### src/inc/arf_pkg.sv
package arf_pkg;
  // -------------------------------------------------------------------
  // register map
  // -------------------------------------------------------------------
  localparam logic [7:0] INPUT_SELECT_ADDR = 8'h7c;
  localparam logic [7:0] RESULT_LOW_ADDR   = 8'h78;
  localparam logic [7:0] RESULT_HIGH_ADDR  = 8'h79;
  localparam logic [7:0] STATUS_ADDR       = 8'h7a;
  localparam logic [7:0] INPUT_SELECT_RST  = 8'h00;
  localparam logic [9:0] RESULT_RST        = 10'h000;
  // -------------------------------------------------------------------
  // field positions
  // -------------------------------------------------------------------
  localparam int REF_HI      = 7;
  localparam int REF_LO      = 6;
  localparam int LEFT_ADJ    = 5;
  localparam int CHAN_HI     = 4;
  localparam int DONE_BIT    = 4;
  localparam int BUSY_BIT    = 6;
  // -------------------------------------------------------------------
  // codes
  // -------------------------------------------------------------------
  localparam logic [9:0] SE_MAX      = 10'h3ff;
  localparam logic [9:0] DIFF_POSMAX = 10'h1ff;
  localparam logic [9:0] DIFF_NEGMAX = 10'h200;
  localparam logic [4:0] CHAN_SE_LAST   = 5'h07;
  localparam logic [4:0] CHAN_DIFF_FIRST = 5'h10;
  localparam logic [4:0] CHAN_DIFF_LAST  = 5'h1d;
  localparam logic [4:0] CHAN_BANDGAP   = 5'h1e;
  localparam logic [4:0] CHAN_GROUND    = 5'h1f;
  typedef enum logic [1:0] {
    REF_EXTERNAL = 2'h0,
    REF_SUPPLY   = 2'h1,
    REF_RESERVED = 2'h2,
    REF_INTERNAL = 2'h3
  } arf_ref_e;
  typedef enum logic [1:0] {
    SRC_SINGLE, SRC_DIFF, SRC_BANDGAP, SRC_GROUND
  } arf_src_e;
endpackage

### src/hw/arf_result_format.sv
`timescale 1ns/1ps
module arf_result_format (
  input  wire logic       leftAdjust,
  input  wire logic [9:0] resultCode,
  output logic      [7:0] resultLow,
  output logic      [7:0] resultHigh
);
  // -------------------------------------------------------------------
  // alignment of the stored result
  // -------------------------------------------------------------------
  always_comb begin
    if (leftAdjust) begin
      resultHigh = resultCode[9:2];
      resultLow  = {resultCode[1:0], 6'h00};
    end else begin
      resultHigh = {6'h00, resultCode[9:8]};
      resultLow  = resultCode[7:0];
    end
  end
endmodule

### src/hw/arf_adc_control.sv
// Contract
// - after the done flag sets, the finished result is readable in the pair
// - single-ended results are unsigned 10-bit codes, 0x000 to 0x3FF
// - differential results are signed, saturating at 0x1FF and 0x200
// - select register: reference 7:6, left adjust 5, channel 4:0, reset 0
// - reference written mid-conversion takes effect only after it completes
// - reference 00 external pin, 01 supply, 10 reserved, 11 internal 1.1V
// - left adjust one aligns the result left, zero aligns it right
// - left adjust change reformats the visible result at once
// - left: bits 9:2 high, 1:0 at low 7:6; right: low holds 7:0
// - channels 0-7 single, 16-29 differential, 30 bandgap, 31 ground
// - done flag sets when a conversion finishes and the result is updated
//
// Design decision made here: the address-and-strobe port.
`timescale 1ns/1ps
module arf_adc_control (
  input  wire logic        clk_sys,
  input  wire logic        rst_b,
  input  wire logic [7:0]  regAddr,
  input  wire logic [7:0]  regWdata,
  input  wire logic        regWrite,
  input  wire logic        regRead,
  output logic      [7:0]  regRdata,
  input  wire logic        convStart,
  input  wire logic        convEnd,
  input  wire logic [10:0] coreCode,
  output logic      [1:0]  referenceSelect,
  output logic      [4:0]  channelSelect,
  output logic      [1:0]  sourceKind,
  output logic             conversionDoneFlag,
  output logic             convBusy
);
  // -------------------------------------------------------------------
  // helpers
  // -------------------------------------------------------------------
  function automatic logic [1:0] chanKind(input logic [4:0] ch);
    if (ch <= arf_pkg::CHAN_SE_LAST)
      chanKind = 2'(arf_pkg::SRC_SINGLE);
    else if (ch == arf_pkg::CHAN_BANDGAP)
      chanKind = 2'(arf_pkg::SRC_BANDGAP);
    else if (ch == arf_pkg::CHAN_GROUND)
      chanKind = 2'(arf_pkg::SRC_GROUND);
    else
      chanKind = 2'(arf_pkg::SRC_DIFF);
  endfunction

  // coreCode is a signed 11-bit raw value from the core; clamp per mode
  function automatic logic [9:0] shapeCode(input logic [1:0]  kind,
                                           input logic [10:0] raw);
    logic signed [10:0] s;
    s = raw;
    if (kind == 2'(arf_pkg::SRC_DIFF)) begin
      if (s > $signed({1'b0, arf_pkg::DIFF_POSMAX}))
        shapeCode = arf_pkg::DIFF_POSMAX;
      else if (s < -11'sd512)
        shapeCode = arf_pkg::DIFF_NEGMAX;
      else
        shapeCode = raw[9:0];
    end else begin
      if (s < 11'sd0)
        shapeCode = 10'h000;
      else if (s > $signed({1'b0, arf_pkg::SE_MAX}))
        shapeCode = arf_pkg::SE_MAX;
      else
        shapeCode = raw[9:0];
    end
  endfunction

  // -------------------------------------------------------------------
  // registers
  // -------------------------------------------------------------------
  logic [7:0] inputSelect;
  logic [9:0] resultCode;
  logic [7:0] resultLow;
  logic [7:0] resultHigh;
  logic       leftAdjust;
  logic       clearDone;

  assign leftAdjust = inputSelect[arf_pkg::LEFT_ADJ];
  assign clearDone  = regWrite && (regAddr == arf_pkg::STATUS_ADDR)
                      && regWdata[arf_pkg::DONE_BIT];

  always_ff @(posedge clk_sys or negedge rst_b) begin
    if (!rst_b) begin
      inputSelect <= arf_pkg::INPUT_SELECT_RST;
    end else if (regWrite && regAddr == arf_pkg::INPUT_SELECT_ADDR) begin
      inputSelect <= regWdata;
    end
  end

  always_ff @(posedge clk_sys or negedge rst_b) begin
    if (!rst_b) begin
      convBusy <= 1'b0;
    end else if (convEnd) begin
      convBusy <= 1'b0;
    end else if (convStart) begin
      convBusy <= 1'b1;
    end
  end

  // selection tracks the register until a conversion runs, then is held
  always_ff @(posedge clk_sys or negedge rst_b) begin
    if (!rst_b) begin
      referenceSelect <= 2'h0;
      channelSelect   <= 5'h00;
    end else if (!convBusy || convEnd) begin
      referenceSelect <= inputSelect[arf_pkg::REF_HI:arf_pkg::REF_LO];
      channelSelect   <= inputSelect[arf_pkg::CHAN_HI:0];
    end
  end

  assign sourceKind = chanKind(channelSelect);

  always_ff @(posedge clk_sys or negedge rst_b) begin
    if (!rst_b) begin
      resultCode <= arf_pkg::RESULT_RST;
    end else if (convEnd && convBusy) begin
      resultCode <= shapeCode(sourceKind, coreCode);
    end
  end

  // set wins over a clear in the same cycle
  always_ff @(posedge clk_sys or negedge rst_b) begin
    if (!rst_b) begin
      conversionDoneFlag <= 1'b0;
    end else if (convEnd && convBusy) begin
      conversionDoneFlag <= 1'b1;
    end else if (clearDone) begin
      conversionDoneFlag <= 1'b0;
    end
  end

  // -------------------------------------------------------------------
  // result alignment, follows leftAdjust combinationally
  // -------------------------------------------------------------------
  arf_result_format uFormat (
    .leftAdjust (leftAdjust),
    .resultCode (resultCode),
    .resultLow  (resultLow),
    .resultHigh (resultHigh)
  );

  // -------------------------------------------------------------------
  // read port
  // -------------------------------------------------------------------
  always_ff @(posedge clk_sys or negedge rst_b) begin
    if (!rst_b) begin
      regRdata <= 8'h00;
    end else if (regRead) begin
      unique case (regAddr)
        arf_pkg::INPUT_SELECT_ADDR: regRdata <= inputSelect;
        arf_pkg::RESULT_LOW_ADDR:   regRdata <= resultLow;
        arf_pkg::RESULT_HIGH_ADDR:  regRdata <= resultHigh;
        arf_pkg::STATUS_ADDR:
          regRdata <= {1'b0, convBusy, 1'b0, conversionDoneFlag, 4'h0};
        default:                    regRdata <= 8'h00;
      endcase
    end else begin
      regRdata <= 8'h00;
    end
  end
endmodule

### config.mk
export PLATFORM = sky130hd
export DESIGN_NAME = arf_adc_control
export DESIGN_NICKNAME = d
export VERILOG_FILES = /design/src/inc/arf_pkg.sv /design/src/hw/arf_result_format.sv /design/src/hw/arf_adc_control.sv
export SDC_FILE = /design/constraint.sdc
export NUM_CORES = 1
export LEC_CHECK = 0
export BUFFER_PORTS_ARGS = -buffer_cell sky130_fd_sc_hd__buf_2
export CORE_MARGIN = 2
export CORE_UTILIZATION = 35
export CTS_CLUSTER_SIZE = 16
export DETAILED_ROUTE_END_ITERATION = 8
export HOLD_SLACK_MARGIN = 0.02
export PLACE_DENSITY = 0.7
export SYNTH_ARGS = -nofsm -noshare
export SYNTH_HDL_FRONTEND = slang
export SYNTH_SLANG_ARGS = --single-unit
### constraint.sdc
create_clock -name clk_sys -period 2.2 [get_ports clk_sys]
set_clock_uncertainty 0.2 [all_clocks]
set_input_delay 0.44 -clock clk_sys [delete_from_list [all_inputs] [get_ports clk_sys]]
set_output_delay 0.44 -clock clk_sys [all_outputs]
set_load 0.02 [all_outputs]
# Word-level counts from Yosys, hierarchy flattened
# Index checks and enable logic that the tools add are counted.
# word_totals
regBits	35
inputBits	33
output_inout_bits	19
elab_cells	43
# classes
magnitude_cmp	5
eq_ne	7
muxes	16
n_reduce_logical	8
# op_table
operator	count
$mux 10	5
$eq 8x7->1 const B	4
$pmux 8 s4	1
$mux 8	3
$gt 11x10->1 const B	1
$gt 11x11->1 const B	1
$lt 11x1->1 const B	1
$lt 11x10->1 const B	1
$eq 5x5->1 const B	2
$mux 2	3
$le 5x3->1 const B	1
$logic_and 1x1->1	4
$mux 1	4
$reduce_bool 2->1	2
$eq 2x1->1 const B	1
$logic_not 1->1	1
$logic_or 1x1->1	1

# Longest topological paths before layout
# Gate-level depths: netlist of run 1.
# depth
depth_word	6
mapped_depth	6

# Cells and area by module
# From an unflattened synthesis of run 1, not the netlist that was laid out.
# unflattened
hier_cells	170
area_unflattened_um2	1874.3
# by_module_without_submodules
module	instances	cells_per_inst	area_per_inst_um2
arf_adc_control	1	152	1716.6
arf_result_format	1	18	157.7

# Worst setup path before layout of run 1
# Ideal clock, no wire load.
# synth_path
path_kind	reg2reg
from	register channelSelect[3]
to	register resultCode[0]
setup_time_ps	83
t_arrival_ps	1487
setup_slack_ps	430
stages_incl_launch_ff	6
path_buffers	0
synth_period_minus_slack_ps	1770
path_cell_list	dfrtp_1 -> nand4_1 -> inv_1 -> nor3_1 -> o21ai_0 -> o21ai_0
# synth_between
elab_chain_len	6
word_cells_on_any_way	8
# synth_rtl
element	line_no	source
from (decl)	arf_adc_control.sv:28	output logic [4:0] channelSelect,
from (signal assigned)	arf_adc_control.sv:108	channelSelect <= inputSelect[arf_pkg::CHAN_HI:0];
$eq 5x5->1	arf_adc_control.sv:41	else if (ch == arf_pkg::CHAN_GROUND)
$mux 2	arf_adc_control.sv:41	
$mux 2	arf_adc_control.sv:39	else if (ch == arf_pkg::CHAN_BANDGAP)
$mux 2 *	arf_adc_control.sv:37	if (ch <= arf_pkg::CHAN_SE_LAST)
via sourceKind[1]	arf_adc_control.sv:29	output logic [1:0] sourceKind,
$eq 2x1->1 *	arf_adc_control.sv:52	if (kind == 2'(arf_pkg::SRC_DIFF)) begin
$mux 10 *	arf_adc_control.sv:52	
to (signal assigned)	arf_adc_control.sv:116	resultCode <= arf_pkg::RESULT_RST;
to (signal assigned)	arf_adc_control.sv:118	resultCode <= shapeCode(sourceKind, coreCode);
to (decl)	arf_adc_control.sv:73	logic [9:0] resultCode;
# The timed path passes the listed nets; every way through them passes the cells marked *.
# A chain may end at the register's enable or synchronous reset.

# Final worst setup path of run 1
# layout_path
from	register channelSelect[4]
to	output port sourceKind[0]
# layout_between
elab_chain_len	3
word_cells_on_any_way	4
# layout_rtl
element	line_no
parallel branches: the longest is 2 deep, another holds $le 5x3->1	n/a
$mux 2 *	arf_adc_control.sv:37
to (decl)	arf_adc_control.sv:29
# Every way passes the cells marked *.

==> reports/metrics.yaml, run 1 <==
synth_seq_cells: 35
die_x_um: 73.7
ys_seq_area_frac: 0.515
postCtsSetupRepairBufs: 0
grtUsageMet1: 0.197
status: "finished clean"
syn-mean-instance-area_um2: 10.9
r2r_start: "channelSelect[4]"
use_met3: 0.0508
pre_cts_slack_ps: 232
cp-end-kind: "output pin"
chipHeight_um: 73.7
finalHoldViolCount: 0
worstSetupPathType: "flip-flop to output pin"
root_buffer: "clkbuf_8"
fin_tns_setup_ps: 0
relSlewSlack: 0.494
grt_max_degree: 36
ys_warn_count: 0
cts_buffers: 5
drt-initial-drc-count: 57
busiest_layer: "met2"
grt_pass1_wl_um: 5910
rows: 25
final_cell_mix: "51 x buf_2, 35 x dfrtp_1, 21 x o21ai_0, 17 x mux2_2, 16 x nand2_1"
syn_to_final_growth_pct: 21.7
fmax_mhz: 530
cts.clk_slew.worst_paths_ps: 70
power.leakage_uw: 0.00103
r2r_cells: 5
num-nets-final: 239
cts.repair.resized: 0
grtUsageMet2: 0.224
r2r_end: "resultCode[4]"
drive_gt1_frac: 0.401
layout_commonest_cell: "buf_2"
hold_path.class: "input port to async pin"
synth_fp_nets: 189
cellPowerDensity_nw_per_um2: 690
vdd_drop_max_uv: 326
period_needed_ps: 1890
clkLatencyLatePin_ps: 290
ys_types: 32
finalSetupViolations: 0
start_kind: "flip-flop"
synth_top_area_cell: "dfrtp_1"
drt-total-wl_um: 3730
routed_via_density: 5.10
crit_arrival_ps: 1250
antenna_found_initial: 0
grt_overflow_total: 0
cts_tree: "built"
coreArea_um2: 4690
dieArea_um2: 5440
grt_usage: 0.148
finalCritPeriodShare: 0.858
gp_congestion: 0.862
hpwl_um: 2900
io_pins: 52
cts.sinks: 35
remaining_drc_errors: 0
slew_violations: 0
rsz0062_at_grt: "no"
n_antenna_cell: 0
post_drt_wl_per_cell_um: 14.3
vias: 1332
crit_required_ps: 1560
fin_ws_ps: 313
fin_hold_ws_ps: 19.1
r2r_slack_ps: 400
worst_pin_slew_ps: 760
yosys-top-cells-area: "dfrtp_1 51%, mux2_2 11%, o21ai_0 6.2%, nand2_1 3.5%, buf_6 2.6%"
ant_nets: 0
cap_violations: 0
io_buffer_count: 51
postSynthCellCount: 156
cp_max_fo: 6
first_pass_iters: 4
num-fill-cells: 470
synth_area_um2: 1700
cts_max_path_buffers: 2
grt_pass1_vias: 1241
h-tree-depth: 2
synth.top_cell.area_share: 0.515
initial_utilization: 0.363
hold_buffers: 0
==> through the flow <==
step / cell area (um^2) / utilization / total power (uW) / cells
5_1_grt: 2070 / 0.441 / 1490 / 261
2_1_floorplan: 1700 / - / 840 / 156
4_1_cts: 2070 / 0.441 / 1440 / 261
3_5_place_dp: 1970 / 0.419 / 922 / 253
3_3_place_gp: 1970 / 0.419 / 916 / 253
6_report: 2070 / 0.441 / 1430 / 261
==> critical path, stage by stage, from the launching register on <==
cell and delay, ps:
dfrtp_1 440, nand4_1 170, o22a_1 200, buf_2 150
==> worst max-delay path by stage <==
stage,from,to,cells after the start
floorplan,channelSelect[3],resultCode[0],5
global placement,regAddr[7],inputSelect[5],5
detailed placement,regAddr[7],inputSelect[4],5
CTS,channelSelect[4],sourceKind[0],3
global route,channelSelect[4],resultCode[4],5
finish,channelSelect[4],sourceKind[0],3
==> synthesized netlist by cell type <==
master	count
nor3b_2	1
o2111a_1	1
mux2_2	17
o21ai_0	21
nor3_2	2
inv_1	2
clkbuf_1	4
nand2_1	16
buf_6	4
o21ai_1	1
a21oi_1	5
mux2i_1	3
nand4b_4	1
a22o_1	3
maj3_2	1
a2bb2oi_1	2
o22a_1	1
and3_1	1
nand4_1	1
a22oi_1	5
and4_1	1
nor2_1	8
nand3b_1	1
a221o_1	1
buf_2	1
nor3_1	8
nand3_1	1
nand3_2	1
or3_1	1
nor2b_1	4
nand2b_1	2
dfrtp_1	35
==> registers in the layout, indices dropped and copies added (netlist names) <==
register,flops
convBusy,1
referenceSelect,2
inputSelect,8
channelSelect,5
conversionDoneFlag,1
regRdata,8
resultCode,10
==> cell type report <==
type	count	area [um^2]	share of cell area
multi-input combinational	110	753	0.364
sequential	35	876	0.423
inverter	2	7.51	0.00363
timing repair buffer	52	263	0.127
clock inverter	1	7.51	0.00363
clock buffer	7	96.3	0.0465
tap	54	67.6	0.0326
==> power by group <==
group          switching (uW)  total [uW]  internal (uW)  leakage, uW
Clock                     236         521            285    0.0000505
Sequential               41.8         727            685     0.000469
Combinational            97.6         181           82.9     0.000508
==> layer usage <==
layer,wire length (um),vias to the layer above
li1,-,661
met1,1740,630
met2,1720,37
met3,228,4
met4,41,0
met5,0,-
==> logic make-up after synthesis <==
family	Yosys count	synth area share
buffers and inverters	11	0.0426
AOI/OAI and AO/OA	40	0.145
DFF	35	0.515
and+or+nand+nor	49	0.161
muxes	20	0.130
adders and majority gates	1	0.00662
Note: power is estimated with default switching activity, not from simulation.
==> run 2: changes to the inputs <==
--- a/config.mk
+++ b/config.mk
@@ -12,6 +12,8 @@
 export DETAILED_ROUTE_END_ITERATION = 8
 export HOLD_SLACK_MARGIN = 0.02
 export PLACE_DENSITY = 0.7
+export RECOVER_POWER = 25
+export REMOVE_ABC_BUFFERS = 1
 export SYNTH_ARGS = -nofsm -noshare
 export SYNTH_HDL_FRONTEND = slang
 export SYNTH_SLANG_ARGS = --single-unit
==> run 2 against run 1 <==
  * Critical path depth unchanged
  * Worst setup slack got worse by 23 ps
  * Hold slack improved by 26 ps
  * Die area unchanged
  * Via count increased by 0.45%
  * Combinational power about the same
  * Cell area decreased by 0.97%
  * Sequential share of layout area increased by 0.41 points
  * Clock-buffer cell count decreased by 2
  * Core utilization decreased by 0.43 points
  * Final cell count unchanged
  * Sequential power about the same
==> reports/metrics.yaml, run 2 (same netlist as run 1, synthesis figures left out) <==
status: "finished clean"
n_antenna_cell: 0  # unchanged
fin_tns_setup_ps: 0  # unchanged
post_drt_wl_per_cell_um: 14.1  # -1.5%
layout_commonest_cell: "buf_2"
root_buffer: "clkbuf_8"
drt-total-wl_um: 3670  # -1.5%
grt_max_degree: 36  # unchanged
final_cell_mix: "50 x buf_2, 35 x dfrtp_1, 21 x o21ai_0, 17 x mux2_2, 16 x nand2_1"
finalHoldViolCount: 0  # unchanged
fin_ws_ps: 290  # -22.8 ps
drt-initial-drc-count: 77  # +35%
switching_share: 0.269  # +0.00621
pre_cts_slack_ps: 244  # +11.8 ps
antenna_found_initial: 0  # unchanged
cts_max_path_buffers: 2  # unchanged
r2r_cells: 5  # unchanged
postCtsSetupRepairBufs: 0  # unchanged
clkLatencyLatePin_ps: 290  # about the same
largest_reg_flops: 10  # unchanged
relSlewSlack: 0.433  # -0.0606
gp_congestion: 0.792  # -8.2%
vdd_drop_max_uv: 281  # -14%
remaining_drc_errors: 0  # unchanged
die_x_um: 73.7  # unchanged
pwr-share-clk: 0.328  # -0.037
chipHeight_um: 73.7  # unchanged
slew_violations: 0  # unchanged
power.leakage_uw: 0.00102  # -0.25%
ant_nets: 0  # unchanged
reg_top3: "resultCode (10), inputSelect (8), regRdata (8)"
num-fill-cells: 464  # -1.3%
h-tree-depth: 2  # unchanged
syn_to_final_growth_pct: 20.5
io_pins: 52  # unchanged
hold_buffers: 0  # unchanged
fmax_mhz: 524  # -1.2%
io_buffer_count: 51  # unchanged
grt_usage: 0.144  # -0.00480
crit_required_ps: 1560  # about the same
start_kind: "flip-flop"
cts.clk_slew.worst_paths_ps: 80  # about the same
cts_tree: "built"
grt_overflow_total: 0  # unchanged
finalCritPeriodShare: 0.868  # +0.0104
cts.sinks: 35  # unchanged
r2r_start: "channelSelect[3]"
cellPowerDensity_nw_per_um2: 657  # -4.8%
period_needed_ps: 1910  # +22.8 ps
cts_buffers: 5  # unchanged
first_pass_iters: 4  # unchanged
rows: 25  # unchanged
cp-end-kind: "output pin"
crit_arrival_ps: 1270  # +20 ps
routed_via_density: 5.13  # +0.45%
combPwrFrac: 0.132  # +0.006
num-nets-final: 239  # unchanged
hold_path.class: "input port to async pin"
grt_pass1_wl_um: 5790  # -2.0%
rsz0062_at_grt: "no"
grt_pass1_vias: 1186  # -4.4%
cp_max_fo: 6  # unchanged
worst_pin_slew_ps: 851  # +90.9 ps
r2r_end: "resultCode[5]"
dieArea_um2: 5440  # unchanged
hpwl_um: 2780  # -4.1%
finalSetupViolations: 0  # unchanged
r2r_slack_ps: 490  # +90 ps
worstSetupPathType: "flip-flop to output pin"
cap_violations: 0  # unchanged
cts.repair.resized: 0  # unchanged
top_register: "resultCode"
coreArea_um2: 4690  # unchanged
drive_gt1_frac: 0.401  # unchanged
p_int_uw: 984  # -6.5%
p_sw_uw: 363  # -3.5%
vias: 1338  # +0.45%
initial_utilization: 0.363  # unchanged
seq_power_share: 0.540  # +0.031
run 2: final cells by class:
class	instances	area, um^2	area share
clock buffer	5	68.8	0.0336
multi-input combinational	110	753	0.367
inverter	2	7.51	0.00366
tap	54	67.6	0.0329
timing repair buffer	52	263	0.128
clock inverter	3	15.0	0.00732
sequential	35	876	0.427
run 2: worst max-delay path by stage:
stage | start | slack, ps | cells past startpoint | to
4_1_cts | channelSelect[3] | 280 | 3 | sourceKind[0]
3_3_place_gp | regAddr[7] | 270 | 5 | inputSelect[1]
2_1_floorplan | channelSelect[3] | 430 | 5 | resultCode[0]
6_report | channelSelect[3] | 290 | 3 | sourceKind[0]
3_5_place_dp | regAddr[7] | 240 | 5 | inputSelect[0]
5_1_grt | channelSelect[3] | 200 | 3 | sourceKind[0]
run 2: metrics by stage:
step           cells  cell area (um^2)  utilization  hold WS (ps)  power [uW]
4_1_cts          261              2050        0.437          43.2        1360
5_1_grt          261              2050        0.437           117        1420
6_report         261              2050        0.437          45.5        1350
3_5_place_dp     253              1970        0.419           300         919
2_1_floorplan    147              1640            -         -55.6         826
3_3_place_gp     253              1970        0.419           290         915
run 2: worst max-delay path, cell delays in order (launching register included):
cell	delay, ps
dfrtp_1	440
nand4_1	190
o22a_1	210
buf_2	150
run 2: power groups by stage:
stage / clock (uW) / sequential [uW] / combinational, uW
floorplan: 0 / 734 / 92.0
global placement: 0 / 737 / 178
detailed placement: 0 / 738 / 181
CTS: 451 / 726 / 182
global route: 486 / 733 / 203
finish: 441 / 727 / 178
run 2: layer usage:
metal	routed length (um)	track usage
met1	1640	0.195
met2	1740	0.214
met3	250	0.0521
met4	40	0.0424
met5	0	0
